### src/design/spa_pkg.sv
// package: register map, field positions and timing constants of the serial port
package spa_pkg;
  localparam logic [7:0] SPA_ADDR_CTRL  = 8'h98;
  localparam logic [7:0] SPA_ADDR_BUF   = 8'h99;
  localparam logic [7:0] SPA_ADDR_PWR   = 8'h87;
  localparam logic [7:0] SPA_ADDR_SLAVE_ADDRESS_REG = 8'ha9;
  localparam logic [7:0] SPA_ADDR_MASK  = 8'hb9;
  localparam logic [7:0] SPA_RST_BYTE   = 8'h00;
  localparam int SPA_B_SM0   = 7;
  localparam int SPA_B_SM1   = 6;
  localparam int SPA_B_SM2   = 5;
  localparam int SPA_B_REN   = 4;
  localparam int SPA_B_TB8   = 3;
  localparam int SPA_B_RB8   = 2;
  localparam int SPA_B_TI    = 1;
  localparam int SPA_B_RI    = 0;
  localparam int SPA_B_DOUBLE_RATE_SELECT  = 7;
  localparam int SPA_B_STATUS_BIT_SELECT = 6;
  localparam int SPA_OSR     = 16;
  localparam logic [3:0] SPA_S8  = 4'h7;
  localparam logic [3:0] SPA_S9  = 4'h8;
  localparam logic [3:0] SPA_S10 = 4'h9;
  localparam logic [3:0] SPA_S_LAST = 4'hf;
  localparam int SPA_M0_SLOW = 12;
  localparam int SPA_M0_FAST = 4;
  localparam int SPA_M2_SLOW = 4;
  localparam int SPA_M2_FAST = 2;
  localparam int SPA_T1_SLOW = 2;
  localparam int SPA_T1_FAST = 1;
  localparam logic [3:0] SPA_BITS8  = 4'h8;
  localparam logic [3:0] SPA_BITS10 = 4'ha;
  localparam logic [3:0] SPA_BITS11 = 4'hb;
  localparam logic [1:0] SPA_MODE0 = 2'h0;
  localparam logic [1:0] SPA_MODE1 = 2'h1;
  localparam logic [1:0] SPA_MODE2 = 2'h2;
  localparam logic [1:0] SPA_MODE3 = 2'h3;
  localparam logic [1:0] SPA_RESP_OK  = 2'h0;
  localparam logic [1:0] SPA_RESP_ERR = 2'h2;
  typedef enum logic [1:0] {SPA_IDLE, SPA_START, SPA_DATA} spa_rx_t;
endpackage : spa_pkg

### src/design/spa_match.sv
// address recognition: given and broadcast address compare
`timescale 1ns/1ps
module spa_match
  import spa_pkg::*;
#(
  parameter int WIDTH = 8
)(
  input  wire logic [WIDTH-1:0] rx_byte,   // received data bits
  input  wire logic [WIDTH-1:0] slave_addr, // slave address
  input  wire logic [WIDTH-1:0] addr_mask,  // address mask
  output logic                  hit         // given or broadcast match
);
  logic [WIDTH-1:0] given_ok;
  logic [WIDTH-1:0] bcast_ok;
  logic [WIDTH-1:0] bcast;
  assign bcast = slave_addr | addr_mask;
  genvar i;
  generate
    for (i = 0; i < WIDTH; i++)
    begin : g_bit
      assign given_ok[i] = ~addr_mask[i] | (rx_byte[i] == slave_addr[i]);
      assign bcast_ok[i] = ~bcast[i] | rx_byte[i];
    end
  endgenerate
  assign hit = (&given_ok) | (&bcast_ok);
endmodule : spa_match

### src/design/spa_serial_port.sv
// serial port core with four modes, frame error and address recognition
`timescale 1ns/1ps
module spa_serial_port
  import spa_pkg::*;
(
  input  wire logic        core_clk,      // 40 MHz clock
  input  wire logic        resetn,        // async reset, active low
  input  wire logic [31:0] s_axi_awaddr,  // write address
  input  wire logic        s_axi_awvalid, // write address valid
  output logic             s_axi_awready, // write address ready
  input  wire logic [31:0] s_axi_wdata,   // write data
  input  wire logic [3:0]  s_axi_wstrb,   // write strobes
  input  wire logic        s_axi_wvalid,  // write data valid
  output logic             s_axi_wready,  // write data ready
  output logic [1:0]       s_axi_bresp,   // write response
  output logic             s_axi_bvalid,  // write response valid
  input  wire logic        s_axi_bready,  // write response ready
  input  wire logic [31:0] s_axi_araddr,  // read address
  input  wire logic        s_axi_arvalid, // read address valid
  output logic             s_axi_arready, // read address ready
  output logic [31:0]      s_axi_rdata,   // read data
  output logic [1:0]       s_axi_rresp,   // read response
  output logic             s_axi_rvalid,  // read valid
  input  wire logic        s_axi_rready,  // read ready
  input  wire logic        timer1_ovf,    // timer 1 overflow pulse
  input  wire logic        rxd_in,        // serial data pin input
  output logic             rxd_out,       // serial data pin output
  output logic             rxd_oe_n,      // serial data pin enable, low drives
  output logic             txd_out        // transmit data or shift clock
);
  logic [7:0] ctrl_reg;
  logic [7:0] pwr_reg;
  logic [7:0] slave_address_reg;
  logic [7:0] slave_address_mask_reg;
  logic [7:0] rx_buf_reg;
  logic       mode_hi_reg;
  logic       fe_reg;
  logic [1:0] mode;
  logic       status_bit_select;
  assign mode  = {mode_hi_reg, ctrl_reg[SPA_B_SM1]};
  assign status_bit_select = pwr_reg[SPA_B_STATUS_BIT_SELECT];

  // ---- bus slave
  logic        aw_hold;
  logic        w_hold;
  logic [7:0]  aw_idx;
  logic [31:0] w_data;
  logic        w_strb0;
  logic        do_wr;
  logic        wr_hit;
  logic        rd_hit;
  logic [7:0]  rd_idx;
  logic [7:0]  rd_val;
  assign do_wr  = aw_hold & w_hold & ~s_axi_bvalid;
  assign wr_hit = (aw_idx == SPA_ADDR_CTRL) | (aw_idx == SPA_ADDR_BUF) |
                  (aw_idx == SPA_ADDR_PWR) | (aw_idx == SPA_ADDR_SLAVE_ADDRESS_REG) |
                  (aw_idx == SPA_ADDR_MASK);
  assign rd_idx = s_axi_araddr[9:2];
  assign rd_hit = (rd_idx == SPA_ADDR_CTRL) | (rd_idx == SPA_ADDR_BUF) |
                  (rd_idx == SPA_ADDR_PWR) | (rd_idx == SPA_ADDR_SLAVE_ADDRESS_REG) |
                  (rd_idx == SPA_ADDR_MASK);
  logic wr_ctrl;
  logic wr_buf;
  logic wr_pwr;
  assign wr_ctrl = do_wr & w_strb0 & (aw_idx == SPA_ADDR_CTRL);
  assign wr_buf  = do_wr & w_strb0 & (aw_idx == SPA_ADDR_BUF);
  assign wr_pwr  = do_wr & w_strb0 & (aw_idx == SPA_ADDR_PWR);

  always_ff @(posedge core_clk or negedge resetn)
    if (!resetn)
    begin
      aw_hold <= 1'b0;
      w_hold  <= 1'b0;
      aw_idx  <= SPA_RST_BYTE;
      w_data  <= 32'h0;
      w_strb0 <= 1'b0;
      s_axi_awready <= 1'b1;
      s_axi_wready  <= 1'b1;
      s_axi_bvalid  <= 1'b0;
      s_axi_bresp   <= SPA_RESP_OK;
    end
    else
    begin
      if (s_axi_awvalid & s_axi_awready)
      begin
        aw_hold <= 1'b1;
        aw_idx  <= s_axi_awaddr[9:2];
        s_axi_awready <= 1'b0;
      end
      if (s_axi_wvalid & s_axi_wready)
      begin
        w_hold  <= 1'b1;
        w_data  <= s_axi_wdata;
        w_strb0 <= s_axi_wstrb[0];
        s_axi_wready <= 1'b0;
      end
      if (do_wr)
      begin
        s_axi_bvalid <= 1'b1;
        s_axi_bresp  <= wr_hit ? SPA_RESP_OK : SPA_RESP_ERR;
      end
      if (s_axi_bvalid & s_axi_bready)
      begin
        s_axi_bvalid  <= 1'b0;
        aw_hold       <= 1'b0;
        w_hold        <= 1'b0;
        s_axi_awready <= 1'b1;
        s_axi_wready  <= 1'b1;
      end
    end

  always_comb
  begin
    case (rd_idx)
      SPA_ADDR_CTRL:  rd_val = {status_bit_select ? fe_reg : mode_hi_reg,
                                ctrl_reg[6:0]};
      SPA_ADDR_BUF:   rd_val = rx_buf_reg;
      SPA_ADDR_PWR:   rd_val = pwr_reg;
      SPA_ADDR_SLAVE_ADDRESS_REG: rd_val = slave_address_reg;
      SPA_ADDR_MASK:  rd_val = slave_address_mask_reg;
      default:        rd_val = SPA_RST_BYTE;
    endcase
  end

  always_ff @(posedge core_clk or negedge resetn)
    if (!resetn)
    begin
      s_axi_arready <= 1'b1;
      s_axi_rvalid  <= 1'b0;
      s_axi_rdata   <= 32'h0;
      s_axi_rresp   <= SPA_RESP_OK;
    end
    else if (s_axi_arvalid & s_axi_arready)
    begin
      s_axi_arready <= 1'b0;
      s_axi_rvalid  <= 1'b1;
      s_axi_rdata   <= {24'h0, rd_val};
      s_axi_rresp   <= rd_hit ? SPA_RESP_OK : SPA_RESP_ERR;
    end
    else if (s_axi_rvalid & s_axi_rready)
    begin
      s_axi_rvalid  <= 1'b0;
      s_axi_arready <= 1'b1;
    end

  always_ff @(posedge core_clk or negedge resetn)
    if (!resetn)
    begin
      pwr_reg <= SPA_RST_BYTE;
      slave_address_reg      <= SPA_RST_BYTE;
      slave_address_mask_reg <= SPA_RST_BYTE;
    end
    else if (do_wr & w_strb0)
    begin
      if (aw_idx == SPA_ADDR_PWR)   pwr_reg <= w_data[7:0];
      if (aw_idx == SPA_ADDR_SLAVE_ADDRESS_REG) slave_address_reg <= w_data[7:0];
      if (aw_idx == SPA_ADDR_MASK)  slave_address_mask_reg <= w_data[7:0];
    end

  // ---- baud ticks: tick16 is the 16x sample tick in async modes
  logic [5:0] pre_cnt;
  logic [5:0] pre_div;
  logic       t1_half;
  logic       tick16;
  logic       m0_tick;
  logic [3:0] m0_cnt;
  logic [3:0] m0_div;
  assign pre_div = 6'((mode == SPA_MODE2) ?
                   (pwr_reg[SPA_B_DOUBLE_RATE_SELECT] ? SPA_M2_FAST : SPA_M2_SLOW) : 1);
  always_ff @(posedge core_clk or negedge resetn)
    if (!resetn)
    begin
      pre_cnt <= 6'h0;
      t1_half <= 1'b0;
    end
    else if (mode == SPA_MODE2)
    begin
      pre_cnt <= (pre_cnt >= pre_div - 6'h1) ? 6'h0 : pre_cnt + 6'h1;
    end
    else if (timer1_ovf)
      t1_half <= ~t1_half;
  // timer-driven: 16x tick on each overflow (double rate) or every second one
  assign tick16 = (mode == SPA_MODE2) ? (pre_cnt == 6'h0) :
                  (timer1_ovf & (pwr_reg[SPA_B_DOUBLE_RATE_SELECT] | t1_half));

  // each half of the shift clock lasts half of the bit time
  assign m0_div = 4'((ctrl_reg[SPA_B_SM2] ? SPA_M0_FAST : SPA_M0_SLOW) /
                     2);
  always_ff @(posedge core_clk or negedge resetn)
    if (!resetn)
      m0_cnt <= 4'h0;
    else
      m0_cnt <= (m0_cnt >= m0_div - 4'h1) ? 4'h0 : m0_cnt + 4'h1;
  assign m0_tick = (m0_cnt == 4'h0);

  // ---- transmitter
  logic [10:0] tx_sh;
  logic [3:0]  tx_left;
  logic [3:0]  tx_ph;
  logic        tx_busy;
  logic        tx_done;
  logic        m0_rx_busy;
  logic [3:0]  m0_left;
  logic [7:0]  m0_sh;
  logic        m0_rx_done;
  logic        m0_clk_low;
  always_ff @(posedge core_clk or negedge resetn)
    if (!resetn)
    begin
      tx_sh <= 11'h7ff;
      tx_left <= 4'h0;
      tx_ph <= 4'h0;
      tx_busy <= 1'b0;
      tx_done <= 1'b0;
      m0_clk_low <= 1'b0;
    end
    else
    begin
      tx_done <= 1'b0;
      if (wr_buf)
      begin
        tx_busy <= 1'b1;
        tx_ph   <= 4'h0;
        if (mode == SPA_MODE0)
        begin
          tx_sh   <= {3'h7, w_data[7:0]};
          tx_left <= SPA_BITS8;
        end
        else if (mode == SPA_MODE1)
        begin
          tx_sh   <= {2'h3, w_data[7:0], 1'b0};
          tx_left <= SPA_BITS10;
        end
        else
        begin
          tx_sh   <= {1'b1, ctrl_reg[SPA_B_TB8], w_data[7:0], 1'b0};
          tx_left <= SPA_BITS11;
        end
      end
      else if (tx_busy & (mode == SPA_MODE0) & m0_tick)
      begin // low half then high half; data moves on the falling edge
        m0_clk_low <= ~m0_clk_low;
        // keeps each bit steady across the rising edge the far end latches on
        if (!m0_clk_low & (tx_left != SPA_BITS8))
          tx_sh <= {1'b1, tx_sh[10:1]};
        if (m0_clk_low)
        begin
          tx_left <= tx_left - 4'h1;
          if (tx_left == 4'h1)
          begin
            tx_busy <= 1'b0;
            tx_done <= 1'b1;
          end
        end
      end
      else if (tx_busy & (mode != SPA_MODE0) & tick16)
      begin
        tx_ph <= tx_ph + 4'h1;
        if (tx_ph == SPA_S_LAST)
        begin
          tx_sh   <= {1'b1, tx_sh[10:1]};
          tx_left <= tx_left - 4'h1;
          if (tx_left == 4'h1)
          begin
            tx_busy <= 1'b0;
            tx_done <= 1'b1;
          end
        end
      end
      else if (m0_rx_busy & m0_tick)
        m0_clk_low <= ~m0_clk_low;
      else if (!tx_busy & !m0_rx_busy)
        m0_clk_low <= 1'b0;
    end

  // ---- mode 0 receive: starts on rx done clear and receive enable
  always_ff @(posedge core_clk or negedge resetn)
    if (!resetn)
    begin
      m0_rx_busy <= 1'b0;
      m0_left <= 4'h0;
      m0_sh <= 8'h0;
      m0_rx_done <= 1'b0;
    end
    else
    begin
      m0_rx_done <= 1'b0;
      if (mode != SPA_MODE0)
        m0_rx_busy <= 1'b0;
      else if (!m0_rx_busy & !tx_busy & !ctrl_reg[SPA_B_RI] &
               ctrl_reg[SPA_B_REN])
      begin
        m0_rx_busy <= 1'b1;
        m0_left <= SPA_BITS8;
      end
      else if (m0_rx_busy & m0_tick & m0_clk_low)
      begin // latch on the rising shift clock
        m0_sh   <= {rxd_in, m0_sh[7:1]};
        m0_left <= m0_left - 4'h1;
        if (m0_left == 4'h1)
        begin
          m0_rx_busy <= 1'b0;
          m0_rx_done <= 1'b1;
        end
      end
    end

  // ---- async receiver
  spa_rx_t    rx_st;
  logic       rxd_d;
  logic [3:0] rx_ph;
  logic [2:0] vote;
  logic       bit_v;
  logic [3:0] rx_cnt;
  logic [9:0] rx_sh;
  logic       rx_end;
  logic       addr_hit;
  logic       ninth;
  logic       stop_ok;
  logic       accept;
  assign bit_v = (vote[0] & vote[1]) | (vote[0] & rxd_in) |
                 (vote[1] & rxd_in);
  always_ff @(posedge core_clk or negedge resetn)
    if (!resetn)
    begin
      rx_st <= SPA_IDLE;
      rxd_d <= 1'b1;
      rx_ph <= 4'h0;
      vote <= 3'h0;
      rx_cnt <= 4'h0;
      rx_sh <= 10'h0;
      rx_end <= 1'b0;
    end
    else
    begin
      rx_end <= 1'b0;
      if (tick16)
        rxd_d <= rxd_in;
      case (rx_st)
        SPA_IDLE:
          if (tick16 & rxd_d & !rxd_in & ctrl_reg[SPA_B_REN] &
              (mode != SPA_MODE0))
          begin
            rx_st <= SPA_START;
            rx_ph <= 4'h0;
          end
        SPA_START, SPA_DATA:
          if (!ctrl_reg[SPA_B_REN] | (mode == SPA_MODE0))
            rx_st <= SPA_IDLE;
          else if (tick16)
          begin
            rx_ph <= rx_ph + 4'h1;
            if (rx_ph == SPA_S8)
              vote[0] <= rxd_in;
            if (rx_ph == SPA_S9)
              vote[1] <= rxd_in;
            if (rx_ph == SPA_S10)
            begin
              if (rx_st == SPA_START)
              begin
                rx_st  <= bit_v ? SPA_IDLE : SPA_DATA;
                rx_cnt <= 4'h0;
              end
              else
              begin
                rx_sh  <= {bit_v, rx_sh[9:1]};
                rx_cnt <= rx_cnt + 4'h1;
                // end at middle of stop bit
                if (rx_cnt == ((mode == SPA_MODE1) ? SPA_BITS8 : 4'h9))
                begin
                  rx_st  <= SPA_IDLE;
                  rx_end <= 1'b1;
                end
              end
            end
          end
        default: rx_st <= SPA_IDLE;
      endcase
    end
  // rx_sh after the end: mode 1 {stop,d7..d0,x}, modes 2/3 {stop,b9,d7..d0}
  logic [7:0] rx_byte;
  assign rx_byte = (mode == SPA_MODE1) ? rx_sh[8:1] : rx_sh[7:0];
  assign ninth   = (mode == SPA_MODE1) ? rx_sh[9] : rx_sh[8];
  assign stop_ok = rx_sh[9];

  spa_match #(.WIDTH(8)) u_match (
    .rx_byte    (rx_byte),
    .slave_addr (slave_address_reg),
    .addr_mask  (slave_address_mask_reg),
    .hit        (addr_hit)
  );
  assign accept = !ctrl_reg[SPA_B_RI] &
                  (!ctrl_reg[SPA_B_SM2] |
                   (ninth & stop_ok & addr_hit));

  // ---- control register, mode high bit, frame error
  always_ff @(posedge core_clk or negedge resetn)
    if (!resetn)
    begin
      ctrl_reg <= SPA_RST_BYTE;
      mode_hi_reg <= 1'b0;
      fe_reg <= 1'b0;
      rx_buf_reg <= SPA_RST_BYTE;
    end
    else
    begin
      if (wr_ctrl)
      begin
        ctrl_reg <= w_data[7:0];
        if (status_bit_select)
          fe_reg <= w_data[SPA_B_SM0];
        else
          mode_hi_reg <= w_data[SPA_B_SM0];
      end
      if (rx_end & !stop_ok)
        fe_reg <= 1'b1;
      if (tx_done)
        ctrl_reg[SPA_B_TI] <= 1'b1;
      if (m0_rx_done)
      begin
        rx_buf_reg <= m0_sh;
        ctrl_reg[SPA_B_RI] <= 1'b1;
      end
      if (rx_end & accept)
      begin
        rx_buf_reg <= rx_byte;
        ctrl_reg[SPA_B_RB8] <= (mode == SPA_MODE1) ? stop_ok : ninth;
        ctrl_reg[SPA_B_RI] <= 1'b1;
      end
    end

  // ---- pins
  always_ff @(posedge core_clk or negedge resetn)
    if (!resetn)
    begin
      rxd_out  <= 1'b1;
      rxd_oe_n <= 1'b1;
      txd_out  <= 1'b1;
    end
    else if (mode == SPA_MODE0)
    begin
      rxd_out  <= tx_sh[0];
      rxd_oe_n <= ~tx_busy;
      txd_out  <= ~m0_clk_low;
    end
    else
    begin
      rxd_out  <= 1'b1;
      rxd_oe_n <= 1'b1;
      txd_out  <= tx_busy ? tx_sh[0] : 1'b1;
    end
endmodule : spa_serial_port

### config.mk
export PLATFORM = sky130hd
export DESIGN_NAME = spa_serial_port
export DESIGN_NICKNAME = d
export VERILOG_FILES = /design/src/design/spa_pkg.sv /design/src/design/spa_match.sv /design/src/design/spa_serial_port.sv
export SDC_FILE = /design/constraint.sdc
export NUM_CORES = 1
export LEC_CHECK = 0
export CELL_PAD_IN_SITES_DETAIL_PLACEMENT = 1
export CELL_PAD_IN_SITES_GLOBAL_PLACEMENT = 1
export CORE_MARGIN = 10
export CORE_UTILIZATION = 54
export DETAILED_ROUTE_END_ITERATION = 6
export DONT_BUFFER_PORTS = 1
export GPL_TIMING_DRIVEN = 0
export PLACE_DENSITY_LB_ADDON = 0.05
export SYNTH_ARGS = -nofsm -noshare
export SYNTH_HDL_FRONTEND = slang
export SYNTH_HIERARCHICAL = 1
export SYNTH_SLANG_ARGS = --single-unit
### constraint.sdc
create_clock -name core_clk -period 3.9 [get_ports core_clk]
set_input_delay 0.195 -clock core_clk [delete_from_list [all_inputs] [get_ports core_clk]]
set_output_delay 0.195 -clock core_clk [all_outputs]
set_load 0.005 [all_outputs]
==> results.py, run 1 <==
metrics = {
    "run_status": {
        "status": "finished clean",
    },
    "routing": {
        "first_pass_iters": 4,
        "vias": 5584,
        "ant_nets": 0,
        "drc": 0,
        "viasPerCell": 5.829,
        "wirelength_mm": 21.24,
        "drt_iter0_drc": 337,
        "wl_per_cell_um": 22.17,
    },
    "final_layout": {
        "layout_common_cells": "131 x dfrtp_1, 77 x mux2_2, 62 x nand2_1",
        "layout_commonest_cell": "dfrtp_1",
        "drive_gt1_share_pct": 22.49,
        "area_delta_synth_final_pct": 16.38,
        "largestRegisters": "rx_sh x10, tx_sh x10",
        "fin_nets": 900,
        "register_area_mm2": 0.003725,
        "num_antenna_cells": 0,
        "multi_input_area_mm2": 0.003654,
        "fillCellCount": 1440,
    },
    "power": {
        "total_power_uw": 5095,
        "internal_power_uw": 3432,
        "swShare_pct": 32.64,
        "combinationalPowerShare_pct": 21.9,
        "p_clk_share_pct": 33.5,
        "p_per_area_mw_per_mm2": 570.7,
        "p_switching_uw": 1663,
        "seqPwrFrac_pct": 44.6,
        "p_leak_uw": 0.004110,
        "peakVddDrop_mv": 0.4838,
    },
    "synthesis": {
        "yosys_warnings": 6,
        "synth_xor_area_share_pct": 2.055,
        "synth_fa_ha_area_share_pct": 4.371,
        "synth_edf_count": 0,
        "yosysSeqAreaShare_pct": 48.56,
        "synth_compound_area_share_pct": 11.73,
        "ys_async_sr_fraction_pct": 100.0,
        "ys_ff_latch": 148,
        "netlist_area_mm2": 0.007671,
        "synthSimpleGateAreaFrac_pct": 12.54,
        "avgSynthCellArea_um2": 11.13,
        "synthCells": 689,
        "ys.flop_type": "dfrtp_1",
        "yosysUniqueCellTypes": 63,
        "synth_top_family_by_area": "multiplexers",
        "synthMuxAreaShare_pct": 15.46,
    },
    "hold_path": {
        "hp-class": "input pin to flip-flop",
    },
    "sta": {
        "finClkSkew_ps": 9.112,
        "hold_viol_final": 0,
        "tns_ps": 0,
        "max_freq_ghz": 0.2910,
        "setup_violations": 0,
        "finalWorstSetupSlack_ps": 463.5,
        "slew_headroom_pct": 29.31,
        "tightest_slew_ps": 1052,
        "drv_slew": 0,
        "rsz0062_at_grt": "false",
        "min_period_ps": 3437,
        "fin_crit_sh_pct": 88.12,
    },
    "die": {
        "start_util_pct": 55.26,
        "core-area_mm2": 0.01388,
        "die_y_um": 139.2,
        "pin_count": 153,
        "rows": 43,
        "die-area_mm2": 0.01937,
        "die-width_um": 139.2,
    },
    "critical_path": {
        "critPathMaxFanout": 10,
        "path_class": "flip-flop to flip-flop",
        "crit_path_end_kind": "flip-flop",
        "rr_endpoint": "rx_buf_reg[6]",
        "startpoint": "mode_hi_reg",
        "crit_end": "rx_buf_reg[6]",
        "r2r_cells": 12,
        "reg2reg_slack_ps": 460,
        "r2r-start": "mode_hi_reg",
        "start_kind": "flip-flop",
        "crit_arrival_ps": 3720,
        "required_ps": 4180,
    },
    "cts": {
        "numCtsBuffers": 17,
        "clkSinkCount": 148,
        "cts-htree-levels": 4,
        "root_buffer": "clkbuf_16",
        "cts_setup_buffers": 0,
        "clock_latency_ps": 430,
        "path_clk_slew_ps": 60,
        "clockBufferDepth": 2,
        "cts_tree": "done",
    },
    "global_routing": {
        "grt_pass1_wl_mm": 34.21,
        "grt_pass1_vias": 6155,
        "grt_max_degree": 149,
        "antenna_found_initial": 0,
        "grt_usage_pct": 21.90,
        "overflow": 0,
    },
    "place": {
        "hpwlAfterDp_mm": 14.34,
        "io_buffers": 0,
        "gp_congestion": 0.8578,
        "dp_slack_ps": 437.5,
    },
    "run": {
        "maxCapViolations": 0,
    },
}
## cell usage after synthesis (17+ instances only)
cell type | count | area [µm²]
nand3_1 | 25 | 125.1
buf_4 | 29 | 217.7
a21oi_1 | 19 | 95.09
inv_1 | 19 | 71.32
mux2_2 | 77 | 867.1
dfrtp_1 | 131 | 3278
dfstp_2 | 17 | 446.7
nand2_1 | 62 | 232.7
mux2i_1 | 24 | 240.2
ha_1 | 26 | 325.3
a22oi_1 | 20 | 150.1
o21ai_0 | 43 | 215.2
nor2_1 | 37 | 138.9
## through the flow
stage	util [%]	cell area, µm²	hold WS, ps	std cells
after floorplan	-	7776	-100.6	717
after global placement	57.64	8001	-94.73	897
after CTS	64.31	8927	38.59	958
after detailed placement	57.64	8001	-94.48	897
after global routing	64.31	8927	62.16	958
final	64.31	8927	52.28	958
## cells by family (layout without fill, tap and decap cells)
| kind of cell | Yosys count | count (layout) |
|---|---|---|
| multiplexers | 108 | 108 |
| AND/OR/NAND/NOR | 187 | 187 |
| flip-flops | 148 | 148 |
| other | 2 | 30 |
| AO/OA/AOI/OAI | 132 | 132 |
| buffers and inverters | 67 | 128 |
| XOR/XNOR | 18 | 18 |
| adder cells (fa/ha/maj) | 27 | 27 |
## what timing repair did
action | 4_1_cts | 5_1_grt
resized for setup | 0 | 0
hold buffers | 29 | 0
hold endpoints to repair | 177 | 0
## final cells by class
type                       count  share of cell area [%]
tap                          180                   2.523
sequential                   148                   41.72
buffer                        48                   3.658
clock inverter                11                   1.542
inverter                      19                  0.7989
multi-input combinational    502                   40.92
timing repair buffer          29                   3.448
clock buffer                  21                   5.382
## worst min path at each step
stage	start	end	slack, ps	depth (start not counted)
after floorplan	resetn	aw_hold	-100	0
final	timer1_ovf	rxd_d	50	3
after detailed placement	resetn	pwr_reg[2]	-90	0
after global routing	timer1_ovf	rxd_d	60	3
after global placement	resetn	slave_address_reg[4]	-90	0
after CTS	timer1_ovf	rxd_d	40	3
## power by group through the flow
stage	logic, µW	registers [µW]	clock network, µW
5_1_grt	1240	2320	1810
3_5_place_dp	1010	2280	0
3_3_place_gp	926	2250	0
2_1_floorplan	807	2130	0
6_report	1120	2270	1710
4_1_cts	1100	2260	1730
## layer usage
metal | part of all wire [%] | GRT usage [%] | vias up
met4 | 2.1 | 7.139 | 0
met3 | 3.4 | 4.075 | 33
met1 | 40 | 25.62 | 2872
li1 | - | - | 2572
met5 | 0 | 0 | -
met2 | 54 | 39.30 | 107
## worst max-delay path, cell delays in order (launching register included)
cell and delay, ps:
dfrtp_1 340, buf_4 190, nand2b_1 140, buf_2 260, mux2_2 430, xor2_1 160, a22oi_1 230, nand4_1 160
o31ai_2 100, nand3_1 110, a21oi_1 580, clkbuf_1 420, o21ai_0 170
(Power assumes the default switching activity.)
==> run 2, diff against run 1 <==
--- a/config.mk
+++ b/config.mk
@@ -7,6 +7,7 @@
 export LEC_CHECK = 0
 export CELL_PAD_IN_SITES_DETAIL_PLACEMENT = 1
 export CELL_PAD_IN_SITES_GLOBAL_PLACEMENT = 1
+export CORE_ASPECT_RATIO = 0.8
 export CORE_MARGIN = 10
 export CORE_UTILIZATION = 54
 export DETAILED_ROUTE_END_ITERATION = 6
==> run 2 against run 1 <==
- clock power down 6%
- clock skew up 8.8 ps
- die area up 0.16%
- sequential share of layout area up 0.25 points
- power down 0.93%
- cell count unchanged
- via count up 3.7%
- setup slack worse by 260 ps
- cell area down 0.60%
- count of clock-buffer cells in the layout down 1
- largest power group unchanged
- highest routed layer unchanged
==> results.py, run 2 (synthesis gave the netlist of run 1 again) <==
metrics = {
    "run_status": {
        "status": "finished clean",
    },
    "critical_path": {
        "path_class": "flip-flop to flip-flop",
        "crit_path_end_kind": "flip-flop",
        "r2r-start": "mode_hi_reg",
        "start_kind": "flip-flop",
        "critPathMaxFanout": 10,
        "reg2reg_slack_ps": 210,
        "r2r_cells": 13,
        "rr_endpoint": "rx_buf_reg[1]",
        "crit_arrival_ps": 4050,
        "required_ps": 4250,
    },
    "power": {
        "internal_power_uw": 3319,
        "p_per_area_mw_per_mm2": 568.8,
        "p_leak_uw": 0.004087,
        "seqPwrFrac_pct": 45.4,
        "total_power_uw": 5047,
        "swShare_pct": 34.24,
        "combinationalPowerShare_pct": 22.9,
        "p_clk_share_pct": 31.7,
        "peakVddDrop_mv": 0.4751,
        "p_switching_uw": 1728,
    },
    "hold_path": {
        "hp-class": "input pin to flip-flop",
        "hold-path-cell-count": 3,
        "hp-start": "timer1_ovf",
        "min_to": "rxd_d",
    },
    "cts": {
        "path_clk_slew_ps": 60,
        "cts_tree": "done",
        "clock_latency_ps": 440,
        "cts_resized": 0,
        "numCtsBuffers": 17,
        "clockBufferDepth": 2,
        "ctsHoldBuffers": 29,
        "cts_setup_buffers": 0,
        "root_buffer": "clkbuf_16",
        "clkSinkCount": 148,
        "cts-htree-levels": 4,
    },
    "sta": {
        "setup_violations": 0,
        "hold_viol_final": 0,
        "slew_headroom_pct": 12.93,
        "drv_slew": 0,
        "min_period_ps": 3692,
        "max_freq_ghz": 0.2708,
        "tightest_slew_ps": 1296,
        "finClkSkew_ps": 17.87,
        "rsz0062_at_grt": "false",
        "tns_ps": 0,
        "fin_crit_sh_pct": 94.68,
    },
    "global_routing": {
        "grt_pass1_wl_mm": 36.89,
        "antenna_found_initial": 0,
        "overflow": 0,
        "grt_usage_pct": 23.95,
        "grt_pass1_vias": 6503,
        "grt_max_degree": 149,
    },
    "final_layout": {
        "drive_gt1_share_pct": 22.37,
        "area_delta_synth_final_pct": 15.67,
        "layout_common_cells": "131 x dfrtp_1, 77 x mux2_2, 62 x nand2_1",
        "num_antenna_cells": 0,
        "fin_nets": 900,
        "largestRegisters": "rx_sh x10, tx_sh x10",
        "post-route-util_pct": 64.58,
        "register_area_mm2": 0.003725,
        "post-route-cell-area_mm2": 0.008874,
        "fillCellCount": 1433,
        "stdcell_count": 958,
        "multi_input_area_mm2": 0.003654,
        "layout_commonest_cell": "dfrtp_1",
    },
    "die": {
        "die-width_um": 153.3,
        "core-area_mm2": 0.01374,
        "start_util_pct": 55.83,
        "die-area_mm2": 0.01940,
        "pin_count": 153,
        "die_y_um": 126.6,
        "rows": 38,
    },
    "routing": {
        "ant_nets": 0,
        "vias": 5791,
        "first_pass_iters": 5,
        "wirelength_mm": 22.94,
        "drc": 0,
        "wl_per_cell_um": 23.94,
        "viasPerCell": 6.045,
        "drt_iter0_drc": 357,
    },
    "place": {
        "hpwlAfterDp_mm": 15.15,
        "placed_area_mm2": 0.008001,
        "io_buffers": 0,
        "gp_congestion": 0.9106,
        "place_inst": 897,
    },
    "run": {
        "maxCapViolations": 0,
    },
}
[run 2: cell types whose count changed in the layout (fill, tap and decap cells not counted), sizes merged]
cell	change
clkinv	+5
inv	-3
bufinv	-1
clkbuf	-1
[run 2: final cells by class]
| class | count | area share (%) |
|---|---|---|
| Sequential cell | 148 | 41.98 |
| Multi-Input combinational cell | 502 | 41.17 |
| Clock buffer | 20 | 5.147 |
| Buffer | 48 | 3.680 |
| Timing Repair Buffer | 29 | 3.469 |
| Tap cell | 180 | 2.538 |
| Clock inverter | 12 | 1.213 |
| Inverter | 19 | 0.8037 |
[run 2: power by group through the flow]
stage / clock [µW] / combinational (µW) / sequential [µW]
floorplan: 0 / 807 / 2130
global placement: 0 / 928 / 2240
detailed placement: 0 / 1020 / 2280
CTS: 1590 / 1110 / 2260
global route: 1690 / 1300 / 2330
finish: 1600 / 1160 / 2290
[run 2: stage by stage]
| step | setup WS [ps] | hold WS (ps) |
|---|---|---|
| floorplan | 1213 | -100.6 |
| global placement | 488.2 | -95.01 |
| detailed placement | 384.6 | -93.87 |
| CTS | 303.4 | 44.99 |
| global route | 57.16 | 77.23 |
| finish | 207.6 | 39.81 |
[run 2: worst max-delay path: stages, from the launching register on]
cell and delay (ps):
dfrtp_1 370, buf_4 200, nand2b_1 230, buf_2 280, mux2_2 410, xor2_1 160, a22oi_1 240, nand4_1 160
o31ai_2 110, nand3_1 130, a21oi_1 610, clkbuf_1 440, nand2_1 190, o21ai_0 110
[run 2: how the worst max path moves through the flow]
stage	from	to	depth (start not counted)
global placement	mode_hi_reg	rx_buf_reg[1]	13
floorplan	mode_hi_reg	rx_buf_reg[6]	12
detailed placement	mode_hi_reg	rx_buf_reg[1]	13
finish	mode_hi_reg	rx_buf_reg[1]	13
CTS	mode_hi_reg	rx_buf_reg[1]	13
global route	mode_hi_reg	rx_buf_reg[1]	13
[run 2: layer usage]
layer,routed length (µm),part of all wire (%),global-route usage (%),vias to the layer above
met5,0,0,0,-
met4,408,1.8,6.943,0
met3,1242,5.4,5.741,38
met2,11560,50,41.43,156
met1,9730,42,29.19,3012
li1,-,-,-,2585
==> run 3, diff against run 2 <==
--- a/config.mk
+++ b/config.mk
@@ -14,6 +14,7 @@
 export DONT_BUFFER_PORTS = 1
 export GPL_TIMING_DRIVEN = 0
 export PLACE_DENSITY_LB_ADDON = 0.05
+export SETUP_SLACK_MARGIN = 0.4
 export SYNTH_ARGS = -nofsm -noshare
 export SYNTH_HDL_FRONTEND = slang
 export SYNTH_HIERARCHICAL = 1
==> run 3 against run 2 <==
- the flow now finishes with violations (negative hold slack)
- core utilization fell by 0.24 points
- cell area is 0.37% lower
- hold slack got worse by 580 ps
- count of clock-buffer cells in the layout is the same
- combinational power decreased by 3%
- maximum frequency grew 12%
- highest routed layer unchanged
==> results.py, run 3 (synthesis gave the netlist of run 1 again) <==
metrics = {
    "run_status": {
        "status": "complete, but fails checks",
        "violations": "negative hold slack",
    },
    "global_routing": {
        "overflow": 0,
        "antenna_found_initial": 0,
        "grt_pass1_vias": 6459,
        "grt_usage_pct": 23.91,
        "grt_pass1_wl_mm": 36.83,
        "grt_max_degree": 149,
    },
    "critical_path": {
        "cpMaxStageDelayCell": "mux2_2",
        "start_kind": "flip-flop",
        "rr_endpoint": "rx_buf_reg[1]",
        "critPathMaxFanout": 10,
        "required_ps": 4260,
        "cp_top_family": "compound AO/OA/AOI/OAI gates",
        "crit_arrival_ps": 3640,
        "crit_path_end_kind": "flip-flop",
        "cp_slowest_stage_delay_ps": 420,
        "reg2reg_slack_ps": 610,
        "r2r_cells": 13,
        "crit_path_cell_trace": "buf_4, nand2b_1, buf_2, mux2_2, xor2_1, a22oi_1, nand4_1, o31ai_2, nand3_1, a21oi_2, clkbuf_2, nand2_1, o21ai_0",
        "cp.buffers_inverters": 3,
        "r2r-start": "mode_hi_reg",
        "path_class": "flip-flop to flip-flop",
    },
    "final_layout": {
        "num_antenna_cells": 0,
        "area_delta_synth_final_pct": 15.25,
        "layout_commonest_cell": "dfrtp_1",
        "layout_common_cells": "131 x dfrtp_1, 77 x mux2_2, 62 x nand2_1",
        "largestRegisters": "rx_sh x10, tx_sh x10",
        "drive_gt1_share_pct": 22.55,
        "fin_nets": 898,
        "fillCellCount": 1437,
    },
    "routing": {
        "ant_nets": 0,
        "drc": 0,
        "vias": 5803,
        "wl_per_cell_um": 23.86,
        "wirelength_mm": 22.81,
        "drt_iter0_drc": 396,
        "viasPerCell": 6.070,
        "first_pass_iters": 5,
    },
    "die": {
        "die_y_um": 126.6,
        "core-area_mm2": 0.01374,
        "rows": 38,
        "start_util_pct": 55.83,
        "die-area_mm2": 0.01940,
        "pin_count": 153,
        "die-width_um": 153.3,
    },
    "cts": {
        "clock_latency_ps": 440,
        "path_clk_slew_ps": 60,
        "numCtsBuffers": 17,
        "root_buffer": "clkbuf_16",
        "clockBufferDepth": 2,
        "cts-htree-levels": 4,
        "ctsHoldBuffers": 27,
        "clkSinkCount": 148,
        "cts_tree": "done",
        "cts_setup_buffers": 0,
    },
    "place": {
        "dp_slack_ps": 384.6,
        "hpwlAfterDp_mm": 15.15,
        "io_buffers": 0,
        "gp_congestion": 0.9106,
    },
    "power": {
        "swShare_pct": 33.72,
        "p_leak_uw": 0.004073,
        "peakVddDrop_mv": 0.4781,
        "combinationalPowerShare_pct": 22.4,
        "p_switching_uw": 1687,
        "p_per_area_mw_per_mm2": 565.8,
        "p_clk_share_pct": 32.0,
        "seqPwrFrac_pct": 45.7,
        "internal_power_uw": 3315,
    },
    "sta": {
        "setup_violations": 0,
        "tns_ps": 0,
        "finalWorstSetupSlack_ps": 613.3,
        "max_freq_ghz": 0.3043,
        "drv_slew": 0,
        "slew_headroom_pct": 13.73,
        "fin_crit_sh_pct": 84.27,
        "tightest_slew_ps": 1284,
        "min_period_ps": 3287,
        "rsz0062_at_grt": "false",
        "hold_viol_final": 148,
        "holdWs_ps": -541.3,
        "finClkSkew_ps": 17.25,
    },
    "run": {
        "maxCapViolations": 0,
    },
    "hold_path": {
        "hp-class": "input pin to asynchronous set/reset pin",
    },
}
==> run 3: changes by cell type in the layout (fill, tap and decap cells not counted), sizes merged <==
| cell | delta |
|---|---|
| buf | -1 |
| dlygate4sd3 | -1 |
==> run 3: stage by stage <==
| stage | utilization (%) | instances | power [µW] | instance area (µm²) | hold WS, ps |
|---|---|---|---|---|---|
| floorplan | - | 717 | 2936 | 7776 | -100.6 |
| global placement | 58.23 | 897 | 3170 | 8001 | -95.01 |
| detailed placement | 58.23 | 897 | 3298 | 8001 | -93.87 |
| CTS | 64.33 | 956 | 4928 | 8840 | -547.9 |
| global route | 64.34 | 956 | 5274 | 8841 | -560.6 |
| finish | 64.34 | 956 | 5002 | 8841 | -541.3 |
==> run 3: what timing repair did <==
action | 4_1_cts | 5_1_grt
resized for setup | 1 | 2
hold endpoints to repair | 177 | 148
setup endpoints to repair | 8 | 8
==> run 3: worst reg2reg max path, cell delays in order (launching register included) <==
cell      delay, ps
dfrtp_1         370
buf_4           200
nand2b_1        220
buf_2           280
mux2_2          420
xor2_1          160
a22oi_1         240
nand4_1         150
o31ai_2         100
nand3_1         140
a21oi_2         380
clkbuf_2        310
nand2_1         150
o21ai_0         100
==> run 3: worst max-delay path by stage <==
stage | endpoint | slack (ps) | cells after the start | start
5_1_grt | rx_buf_reg[1] | 450 | 13 | mode_hi_reg
4_1_cts | rx_buf_reg[0] | 500 | 13 | mode_hi_reg
2_1_floorplan | rx_buf_reg[6] | 1210 | 12 | mode_hi_reg
3_3_place_gp | rx_buf_reg[1] | 490 | 13 | mode_hi_reg
6_report | rx_buf_reg[1] | 610 | 13 | mode_hi_reg
3_5_place_dp | rx_buf_reg[1] | 380 | 13 | mode_hi_reg
==> run 3: final cells by class <==
| type | count | area (µm²) | area share (%) |
|---|---|---|---|
| Sequential cell | 148 | 3725 | 42.13 |
| Multi-Input combinational cell | 502 | 3657 | 41.37 |
| Clock buffer | 20 | 456.7 | 5.166 |
| Buffer | 48 | 327.8 | 3.708 |
| Timing Repair Buffer | 27 | 270.3 | 3.057 |
| Tap cell | 180 | 225.2 | 2.547 |
| Clock inverter | 12 | 107.6 | 1.217 |
| Inverter | 19 | 71.32 | 0.8067 |
==> run 3: routing by layer <==
metal	vias to the layer above	GRT usage, %	wire (µm)
met4	0	6.887	418
li1	2571	-	-
met2	185	41.13	11500
met5	-	0	0
met1	3010	29.29	9527
met3	37	5.843	1362
==> run 3: power by group through the flow <==
stage | Combinational (µW) | Clock [µW] | Sequential, µW
finish | 1120 | 1600 | 2280
CTS | 1070 | 1590 | 2260
global route | 1250 | 1690 | 2330
floorplan | 807 | 0 | 2130
global placement | 928 | 0 | 2240
detailed placement | 1020 | 0 | 2280
